### src/src_pkg.sv
// Constants and types shared by the safety relay start and output control
package src_pkg;
    // Clock and delay timing
    localparam int unsigned CLK_NS      = 100;
    localparam int unsigned ON_DELAY_NS = 50000000;
    localparam int unsigned OFF_DELAY_NS = 20000000;
    localparam int unsigned RECOVER_NS  = 300000000;
    // Register offsets
    localparam logic [7:0] CTRL_OFS = 8'h00;
    localparam logic [7:0] STAT_OFS = 8'h04;
    // Control register fields
    localparam int CTRL_MODE_LSB = 0;
    localparam int CTRL_DUAL_BIT = 2;
    localparam logic [1:0] MODE_AUTO    = 2'h0;
    localparam logic [1:0] MODE_MANUAL  = 2'h1;
    localparam logic [1:0] MODE_MONITOR = 2'h2;
    localparam logic [1:0] MODE_RESET   = 2'h0;
    localparam logic       DUAL_RESET   = 1'b1;
    // Status register fields
    localparam int STAT_PIN_LSB  = 0;
    localparam int STAT_ST_LSB   = 8;
    localparam int STAT_ARM_BIT  = 11;
    localparam int STAT_FUSE_BIT = 12;
    localparam int STAT_ON_BIT   = 13;
    // Filtered pin vector positions
    localparam int PIN_SUPPLY = 0;
    localparam int PIN_CH1    = 1;
    localparam int PIN_CH2    = 2;
    localparam int PIN_START  = 3;
    localparam int PIN_FBACK  = 4;
    localparam int PIN_EARTH  = 5;
    localparam int PIN_XSHORT = 6;
    localparam int PIN_EXPFLT = 7;
    // Lamp vector positions
    localparam int LED_POWER = 0;
    localparam int LED_START = 1;
    localparam int LED_CH1   = 2;
    localparam int LED_CH2   = 3;
    localparam int LED_OUT   = 4;
    localparam int LED_FAULT = 5;
    // Bus responses
    localparam logic [1:0] RESP_OKAY   = 2'h0;
    localparam logic [1:0] RESP_SLVERR = 2'h2;
    typedef enum logic [2:0] {
        ST_WAIT    = 3'h0,
        ST_ON_DLY  = 3'h1,
        ST_ACTIVE  = 3'h2,
        ST_OFF_DLY = 3'h3,
        ST_RECOVER = 3'h4,
        ST_FAULT   = 3'h5
    } src_state_t;
endpackage

### src/src_top.sv
// Safety relay start, output and fault control with AXI4-Lite registers
`timescale 1ns/1ps
module src_top #(
    parameter int unsigned ON_CYC  = (src_pkg::ON_DELAY_NS + src_pkg::CLK_NS - 1) / src_pkg::CLK_NS,
    parameter int unsigned OFF_CYC = (src_pkg::OFF_DELAY_NS + src_pkg::CLK_NS - 1) / src_pkg::CLK_NS,
    parameter int unsigned REC_CYC = (src_pkg::RECOVER_NS + src_pkg::CLK_NS - 1) / src_pkg::CLK_NS
) (
    // Clock and reset
    input  wire logic        mclk,
    input  wire logic        rst,
    // Sensed terminals
    input  wire logic        supply_present,
    input  wire logic        channel_one_closed,
    input  wire logic        channel_two_closed,
    input  wire logic        start_circuit_terminals,
    input  wire logic        feedback_loop_terminals,
    input  wire logic        earth_fault_detect,
    input  wire logic        cross_short_detect,
    input  wire logic        expansion_fault,
    // Outputs to bus and semiconductor outputs
    output logic             bus_control_out,
    output logic             switch_state_output,
    output logic             supply_fault_output,
    // Lamps
    output logic             power_indicator,
    output logic             start_indicator,
    output logic             channel_one_indicator,
    output logic             channel_two_indicator,
    output logic             output_indicator,
    output logic             fault_indicator,
    // AXI4-Lite write
    input  wire logic [7:0]  s_axi_awaddr,
    input  wire logic        s_axi_awvalid,
    output logic             s_axi_awready,
    input  wire logic [31:0] s_axi_wdata,
    input  wire logic [3:0]  s_axi_wstrb,
    input  wire logic        s_axi_wvalid,
    output logic             s_axi_wready,
    output logic [1:0]       s_axi_bresp,
    output logic             s_axi_bvalid,
    input  wire logic        s_axi_bready,
    // AXI4-Lite read
    input  wire logic [7:0]  s_axi_araddr,
    input  wire logic        s_axi_arvalid,
    output logic             s_axi_arready,
    output logic [31:0]      s_axi_rdata,
    output logic [1:0]       s_axi_rresp,
    output logic             s_axi_rvalid,
    input  wire logic        s_axi_rready
);

    typedef struct packed {
        logic [7:0]          s1;
        logic [7:0]          s2;
        logic [7:0]          s3;
        logic [7:0]          pin;
        src_pkg::src_state_t st;
        logic [31:0]         cnt;
        logic                armed;
        logic                fuse;
        logic [1:0]          mode;
        logic                dual;
        logic                bus_out;
        logic                sw_out;
        logic                sf_out;
        logic [5:0]          led;
        logic                aw_got;
        logic [7:0]          aw_addr;
        logic                w_got;
        logic [2:0]          w_bits;
        logic                w_strb0;
        logic                awrdy;
        logic                wrdy;
        logic                bvalid;
        logic [1:0]          bresp;
        logic                arrdy;
        logic                rvalid;
        logic [1:0]          rresp;
        logic [31:0]         rdata;
    } src_reg_t;

    src_reg_t q;
    src_reg_t n;

    logic [7:0] pins;
    logic       supply;
    logic       inp_closed;
    logic       fault_now;
    logic       go;
    logic       on;

    assign pins = {expansion_fault, cross_short_detect, earth_fault_detect, feedback_loop_terminals,
                   start_circuit_terminals, channel_two_closed, channel_one_closed, supply_present};
    assign supply = q.pin[src_pkg::PIN_SUPPLY];
    // Dual channel needs both channels closed
    assign inp_closed = q.pin[src_pkg::PIN_CH1] & (q.pin[src_pkg::PIN_CH2] | ~q.dual);
    // Cross-short sensing only counts in dual channel
    assign fault_now = supply & (q.pin[src_pkg::PIN_EARTH]
                       | (q.dual & q.pin[src_pkg::PIN_XSHORT]));

    always_comb
    begin
        unique case (q.mode)
            src_pkg::MODE_AUTO:   go = 1'b1;
            src_pkg::MODE_MANUAL: go = q.pin[src_pkg::PIN_START];
            default:              go = q.armed & ~q.pin[src_pkg::PIN_START];
        endcase
        go = go & inp_closed & supply & q.pin[src_pkg::PIN_FBACK];
    end

    always_comb
    begin
        n = q;
        // Three-stage pin synchroniser, accepted when stages two and three agree
        n.s1 = pins;
        n.s2 = q.s1;
        n.s3 = q.s2;
        n.pin = (~(q.s2 ^ q.s3) & q.s3) | ((q.s2 ^ q.s3) & q.pin);

        // Monitored start arming
        if (!inp_closed)
        begin
            n.armed = 1'b0;
        end
        else if (q.st == src_pkg::ST_WAIT && q.pin[src_pkg::PIN_START])
        begin
            n.armed = 1'b1;
        end

        unique case (q.st)
            src_pkg::ST_WAIT:
            begin
                if (go)
                begin
                    n.st = src_pkg::ST_ON_DLY;
                    n.cnt = 32'(ON_CYC - 1);
                    n.armed = 1'b0;
                end
            end
            src_pkg::ST_ON_DLY:
            begin
                if (!inp_closed || !supply)
                begin
                    n.st = src_pkg::ST_WAIT;
                end
                else if (q.cnt == 32'h0000_0000)
                begin
                    n.st = src_pkg::ST_ACTIVE;
                end
                else
                begin
                    n.cnt = q.cnt - 32'h0000_0001;
                end
            end
            src_pkg::ST_ACTIVE:
            begin
                if (!inp_closed || !supply)
                begin
                    n.st = src_pkg::ST_OFF_DLY;
                    n.cnt = 32'(OFF_CYC - 1);
                end
            end
            src_pkg::ST_OFF_DLY:
            begin
                if (q.cnt == 32'h0000_0000)
                begin
                    n.st = src_pkg::ST_RECOVER;
                    n.cnt = 32'(REC_CYC - 1);
                end
                else
                begin
                    n.cnt = q.cnt - 32'h0000_0001;
                end
            end
            src_pkg::ST_RECOVER:
            begin
                if (q.cnt == 32'h0000_0000)
                begin
                    n.st = src_pkg::ST_WAIT;
                end
                else
                begin
                    n.cnt = q.cnt - 32'h0000_0001;
                end
            end
            src_pkg::ST_FAULT:
            begin
                n.st = src_pkg::ST_FAULT;
            end
            default:
            begin
                n.st = src_pkg::ST_FAULT;
            end
        endcase

        // Fuse is sticky until reset
        if (fault_now)
        begin
            n.fuse = 1'b1;
            n.st = src_pkg::ST_FAULT;
        end

        on = (n.st == src_pkg::ST_ACTIVE) || (n.st == src_pkg::ST_OFF_DLY);
        n.bus_out = on;
        n.sw_out = on;
        n.sf_out = supply & ~n.fuse & ~q.pin[src_pkg::PIN_EXPFLT];
        n.led[src_pkg::LED_POWER] = supply & ~n.fuse;
        n.led[src_pkg::LED_START] = supply & ~n.fuse & ~inp_closed
                                    & q.pin[src_pkg::PIN_FBACK] & q.pin[src_pkg::PIN_START];
        n.led[src_pkg::LED_CH1] = supply & ~n.fuse & q.pin[src_pkg::PIN_CH1];
        n.led[src_pkg::LED_CH2] = supply & ~n.fuse & (q.dual ? q.pin[src_pkg::PIN_CH2] : inp_closed);
        n.led[src_pkg::LED_OUT] = on;
        n.led[src_pkg::LED_FAULT] = n.fuse;

        // Write address and data, either order
        if (s_axi_awvalid && q.awrdy)
        begin
            n.aw_got = 1'b1;
            n.aw_addr = s_axi_awaddr;
        end
        if (s_axi_wvalid && q.wrdy)
        begin
            n.w_got = 1'b1;
            n.w_bits = s_axi_wdata[2:0];
            n.w_strb0 = s_axi_wstrb[0];
        end
        if (q.bvalid && s_axi_bready)
        begin
            n.bvalid = 1'b0;
        end
        if (q.aw_got && q.w_got && !q.bvalid)
        begin
            n.aw_got = 1'b0;
            n.w_got = 1'b0;
            n.bvalid = 1'b1;
            n.bresp = src_pkg::RESP_OKAY;
            if (q.aw_addr == src_pkg::CTRL_OFS)
            begin
                if (q.w_strb0)
                begin
                    n.mode = q.w_bits[src_pkg::CTRL_MODE_LSB +: 2];
                    n.dual = q.w_bits[src_pkg::CTRL_DUAL_BIT];
                end
            end
            else if (q.aw_addr != src_pkg::STAT_OFS)
            begin
                n.bresp = src_pkg::RESP_SLVERR;
            end
        end
        n.awrdy = ~n.aw_got & ~n.bvalid;
        n.wrdy = ~n.w_got & ~n.bvalid;

        // Read channel
        if (q.rvalid && s_axi_rready)
        begin
            n.rvalid = 1'b0;
        end
        if (s_axi_arvalid && q.arrdy)
        begin
            n.rvalid = 1'b1;
            n.rresp = src_pkg::RESP_OKAY;
            n.rdata = 32'h0000_0000;
            if (s_axi_araddr == src_pkg::CTRL_OFS)
            begin
                n.rdata[src_pkg::CTRL_MODE_LSB +: 2] = q.mode;
                n.rdata[src_pkg::CTRL_DUAL_BIT] = q.dual;
            end
            else if (s_axi_araddr == src_pkg::STAT_OFS)
            begin
                n.rdata[src_pkg::STAT_PIN_LSB +: 8] = q.pin;
                n.rdata[src_pkg::STAT_ST_LSB +: 3] = q.st;
                n.rdata[src_pkg::STAT_ARM_BIT] = q.armed;
                n.rdata[src_pkg::STAT_FUSE_BIT] = q.fuse;
                n.rdata[src_pkg::STAT_ON_BIT] = q.bus_out;
            end
            else
            begin
                n.rresp = src_pkg::RESP_SLVERR;
            end
        end
        n.arrdy = ~n.rvalid;
    end

    always_ff @(posedge mclk or posedge rst)
    begin
        if (rst)
        begin
            q <= '0;
            q.st <= src_pkg::ST_WAIT;
            q.mode <= src_pkg::MODE_RESET;
            q.dual <= src_pkg::DUAL_RESET;
        end
        else
        begin
            q <= n;
        end
    end

    assign bus_control_out = q.bus_out;
    assign switch_state_output = q.sw_out;
    assign supply_fault_output = q.sf_out;
    assign power_indicator = q.led[src_pkg::LED_POWER];
    assign start_indicator = q.led[src_pkg::LED_START];
    assign channel_one_indicator = q.led[src_pkg::LED_CH1];
    assign channel_two_indicator = q.led[src_pkg::LED_CH2];
    assign output_indicator = q.led[src_pkg::LED_OUT];
    assign fault_indicator = q.led[src_pkg::LED_FAULT];
    assign s_axi_awready = q.awrdy;
    assign s_axi_wready = q.wrdy;
    assign s_axi_bvalid = q.bvalid;
    assign s_axi_bresp = q.bresp;
    assign s_axi_arready = q.arrdy;
    assign s_axi_rvalid = q.rvalid;
    assign s_axi_rresp = q.rresp;
    assign s_axi_rdata = q.rdata;
endmodule

### config.mk
export PLATFORM = sky130hd
export DESIGN_NAME = src_top
export DESIGN_NICKNAME = d
export VERILOG_FILES = /design/src/src_pkg.sv /design/src/src_top.sv
export SDC_FILE = /design/constraint.sdc
export NUM_CORES = 1
export LEC_CHECK = 0
export BUFFER_PORTS_ARGS = -buffer_cell sky130_fd_sc_hd__buf_2
export CORE_MARGIN = 3
export CORE_UTILIZATION = 56
export CTS_BUF_LIST = sky130_fd_sc_hd__clkbuf_4 sky130_fd_sc_hd__clkbuf_8
export DETAILED_ROUTE_END_ITERATION = 16
export GPL_ROUTABILITY_DRIVEN = 0
export GPL_TIMING_DRIVEN = 0
export PLACE_DENSITY = 0.82
export SYNTH_ARGS = -nofsm -noshare
export SYNTH_HDL_FRONTEND = slang
export SYNTH_SLANG_ARGS = --single-unit
### constraint.sdc
create_clock -name mclk -period 3.6 [get_ports mclk]
set_input_delay 0.36 -clock mclk [delete_from_list [all_inputs] [get_ports mclk]]
set_output_delay 0.36 -clock mclk [all_outputs]
set_load 0.01 [all_outputs]
==> impl_metrics.json <==
{
  "antenna_cells": 0,
  "layout_common_cells": "dfrtp_1 (112), buf_2 (68), buf_4 (39)",
  "post-place-ws_ps": 940,
  "setup_violations": 0,
  "synth_cells": 475,
  "syn_to_final_growth_pct": 18.0,
  "status": "completed",
  "critPathMaxFanout": 8,
  "dp_hpwl_mm": 7.64,
  "grt_pass1_wl_mm": 17.9,
  "start_util_pct": 58.4,
  "synth-edff-count": 0,
  "grt_antenna_before_repair": 0,
  "synth.top_cell.area_share_pct": 54.5,
  "switching_power_w": 0.00130,
  "grt_usage_pct": 22.0,
  "comb_power_share_pct": 24.8,
  "final_common_cell": "dfrtp_1",
  "p_int_w": 0.00242,
  "cp.arrival_ps": 2960,
  "via_per_inst": 5.74,
  "synth_top_family_by_area": "compound AO/OA/AOI/OAI gates",
  "seqPwrFrac_pct": 46.0,
  "post_cts_buffers": 0,
  "regArea_um2": 2830,
  "utilization_pct": 68.9,
  "clockRootBuffer": "clkbuf_8",
  "avgRoutedWirePerCell_um": 15.4,
  "n_fill_cell": 651,
  "numCtsBuffers": 17,
  "max_freq_ghz": 0.369,
  "drive_above_1_share_pct": 28.8,
  "fin_nets": 646,
  "synth-async-reset-ratio_pct": 100,
  "skew_ps": 14.4,
  "synth_ff_type": "dfrtp_1",
  "cp-start-kind": "register",
  "holdWs_ps": 20.9,
  "yosysWarnings": 0,
  "vias": 4012,
  "ios": 117,
  "switching_share_pct": 34.9,
  "dieArea_um2": 10400,
  "die_x_um": 102,
  "route.detailed.drc": 0,
  "multi_input_area_um2": 1960,
  "path_class": "reg2reg",
  "grt.overflow.total": 0,
  "htree_num_levels": 4,
  "fp.dieH_um": 102,
  "synth_largest_area_cell": "dfrtp_1",
  "clock_sinks": 113,
  "synth_area_leaders": "dfrtp_1 (55%), buf_4 (5.7%), mux2_2 (3.3%)",
  "clkPwrFrac_pct": 29.2,
  "antenna_left": 0,
  "finalHoldViolations": 0,
  "netlist_area_um2": 5140,
  "cts.path.max_buffers": 2,
  "core_um2": 8810,
  "clkLatencyLatePin_ps": 420,
  "rsz0062_at_grt": "no",
  "grt_pass1_vias": 3920,
  "endpoint_kind": "register",
  "tightest_slew_ps": 817,
  "first_iter_violations": 329,
  "synth-simple-area-share_pct": 14.9,
  "drtPass1Iterations": 5,
  "max_slew_margin_pct": 45.2,
  "io_buffers": 64,
  "cap_violations": 0,
  "totalWireLength_mm": 10.7,
  "powerDensity_nw_per_um2": 614,
  "holdBufCountCts": 0,
  "placed_cells": 667,
  "clkTransAtPathRegs_ps": 70,
  "maxSlewViolCount": 0,
  "synth_seq_cells": 113,
  "fin_crit_sh_pct": 75.2,
  "rows": 34,
  "fin_area_um2": 6060,
  "required_ps": 3850,
  "ys_types": 64,
  "leakage_nw": 2.90,
  "peakVddDrop_uv": 357,
  "cts_tree": "done",
  "fin_ws_ps": 893,
  "yosys.area_share.xor_xnor_pct": 0.511,
  "synthMuxAreaShare_pct": 4.06,
  "synth_compound_area_share_pct": 15.4,
  "fin_crit_ps": 2710,
  "syn_avg_cell_area_um2": 10.8,
  "hold_path_class": "in2async",
  "ys_seq_area_share_pct": 55.0,
  "placed_area_um2": 5700,
  "grt_start_max_net_pins": 63,
  "final_cells": 699,
  "cts_resized": 0,
  "synth_fa_ha_area_share_pct": 1.80
}
[layer usage]
metal	up-vias	share of wire (%)	track usage, %
li1	1887	-	-
met1	1935	42	28.3
met2	170	49	35.9
met3	20	7.1	5.80
met4	0	1.9	8.88
met5	-	0	0
[through the flow]
step / TNS [ps] / power, W
2_1_floorplan: 0 / 0.00238
3_3_place_gp: -97230 / 0.00257
3_5_place_dp: 0 / 0.00264
4_1_cts: 0 / 0.00373
5_1_grt: 0 / 0.00394
6_report: 0 / 0.00372
[power groups by stage]
| stage | Combinational, W | Sequential, W | Clock [W] |
|---|---|---|---|
| global placement | 0.000867 | 0.00171 | 0 |
| floorplan | 0.000706 | 0.00168 | 0 |
| finish | 0.000923 | 0.00171 | 0.00109 |
| global route | 0.00103 | 0.00174 | 0.00118 |
| detailed placement | 0.000910 | 0.00173 | 0 |
| CTS | 0.000916 | 0.00170 | 0.00111 |
[logic make-up (layout without fill, tap and decap cells)]
logic type / Yosys count / in the layout
AOI/OAI and AO/OA: 117 / 117
xor gates and xnor gates: 3 / 3
adders and majority gates: 9 / 9
buffers and inverters: 68 / 165
DFF: 113 / 113
muxes: 19 / 19
other: 1 / 20
and+or+nand+nor: 145 / 145
[synthesized netlist by cell type (2+ instances only)]
cell type,number
nor2b_1,5
nor3_1,10
nand4b_1,2
inv_1,13
nand2_1,27
a22o_1,12
nand2b_1,6
and4_1,2
mux2i_1,4
buf_6,2
buf_4,39
nand4_1,6
a211o_1,2
o22a_1,3
xnor2_1,2
maj3_1,8
o21ai_0,17
o31ai_1,4
a31oi_1,2
o311ai_1,3
and3_1,5
a21oi_2,2
a221o_1,3
or4_1,6
nand3_1,12
a211oi_1,3
a21boi_0,2
a21boi_1,2
nor2_1,35
buf_2,4
a2bb2oi_1,2
mux2_2,15
nor4_1,6
or3_1,16
o211ai_1,6
dfrtp_1,112
a21oi_1,29
clkbuf_1,10
o21ai_1,11
[path summary, 6_finish.rpt]
kind                       endpoint  cells after the start  slack [ps]                     from
setup / recovery              q[73]                      9         890                    q[69]
hold / removal                q[49]                      2          20                      rst
setup reg to reg              q[73]                      9         890                    q[69]
hold reg to reg              n[116]                      0         360                   n[124]
max in group asynchronous     q[64]                      3        2840                      rst
min in group mclk            n[123]                      1          30  start_circuit_terminals
[layout make-up]
cell class              instances  area share, %
plain buffers                  55           6.15
repair buffers                 65           5.74
clock inverters                14           1.96
clock buffers                  18           4.09
well taps                     108           2.23
multi-input cells             313           32.3
flip-flops and latches        113           46.6
inverters                      13          0.846
[flip-flops by register name (all words and copies together), names as in the netlist, named ones only]
register / count
channel_two_indicator: 1
output_indicator: 1
supply_fault_output: 1
power_indicator: 1
start_indicator: 1
s_axi_wready: 1
s_axi_arready: 1
n: 16
s_axi_bresp: 1
s_axi_rdata: 14
s_axi_bvalid: 1
s_axi_awready: 1
s_axi_rvalid: 1
channel_one_indicator: 1
q: 62
s_axi_rresp: 1
[worst max-delay path: stages, from the launching register on]
cell and delay, ps:
dfrtp_1 420, inv_1 70, ha_1 200, nor2b_1 190, and4_1 230, buf_2 170
and4_1 150, buf_4 160, a211oi_1 710, o311ai_1 220
Note: power is estimated with default switching activity, not from simulation.
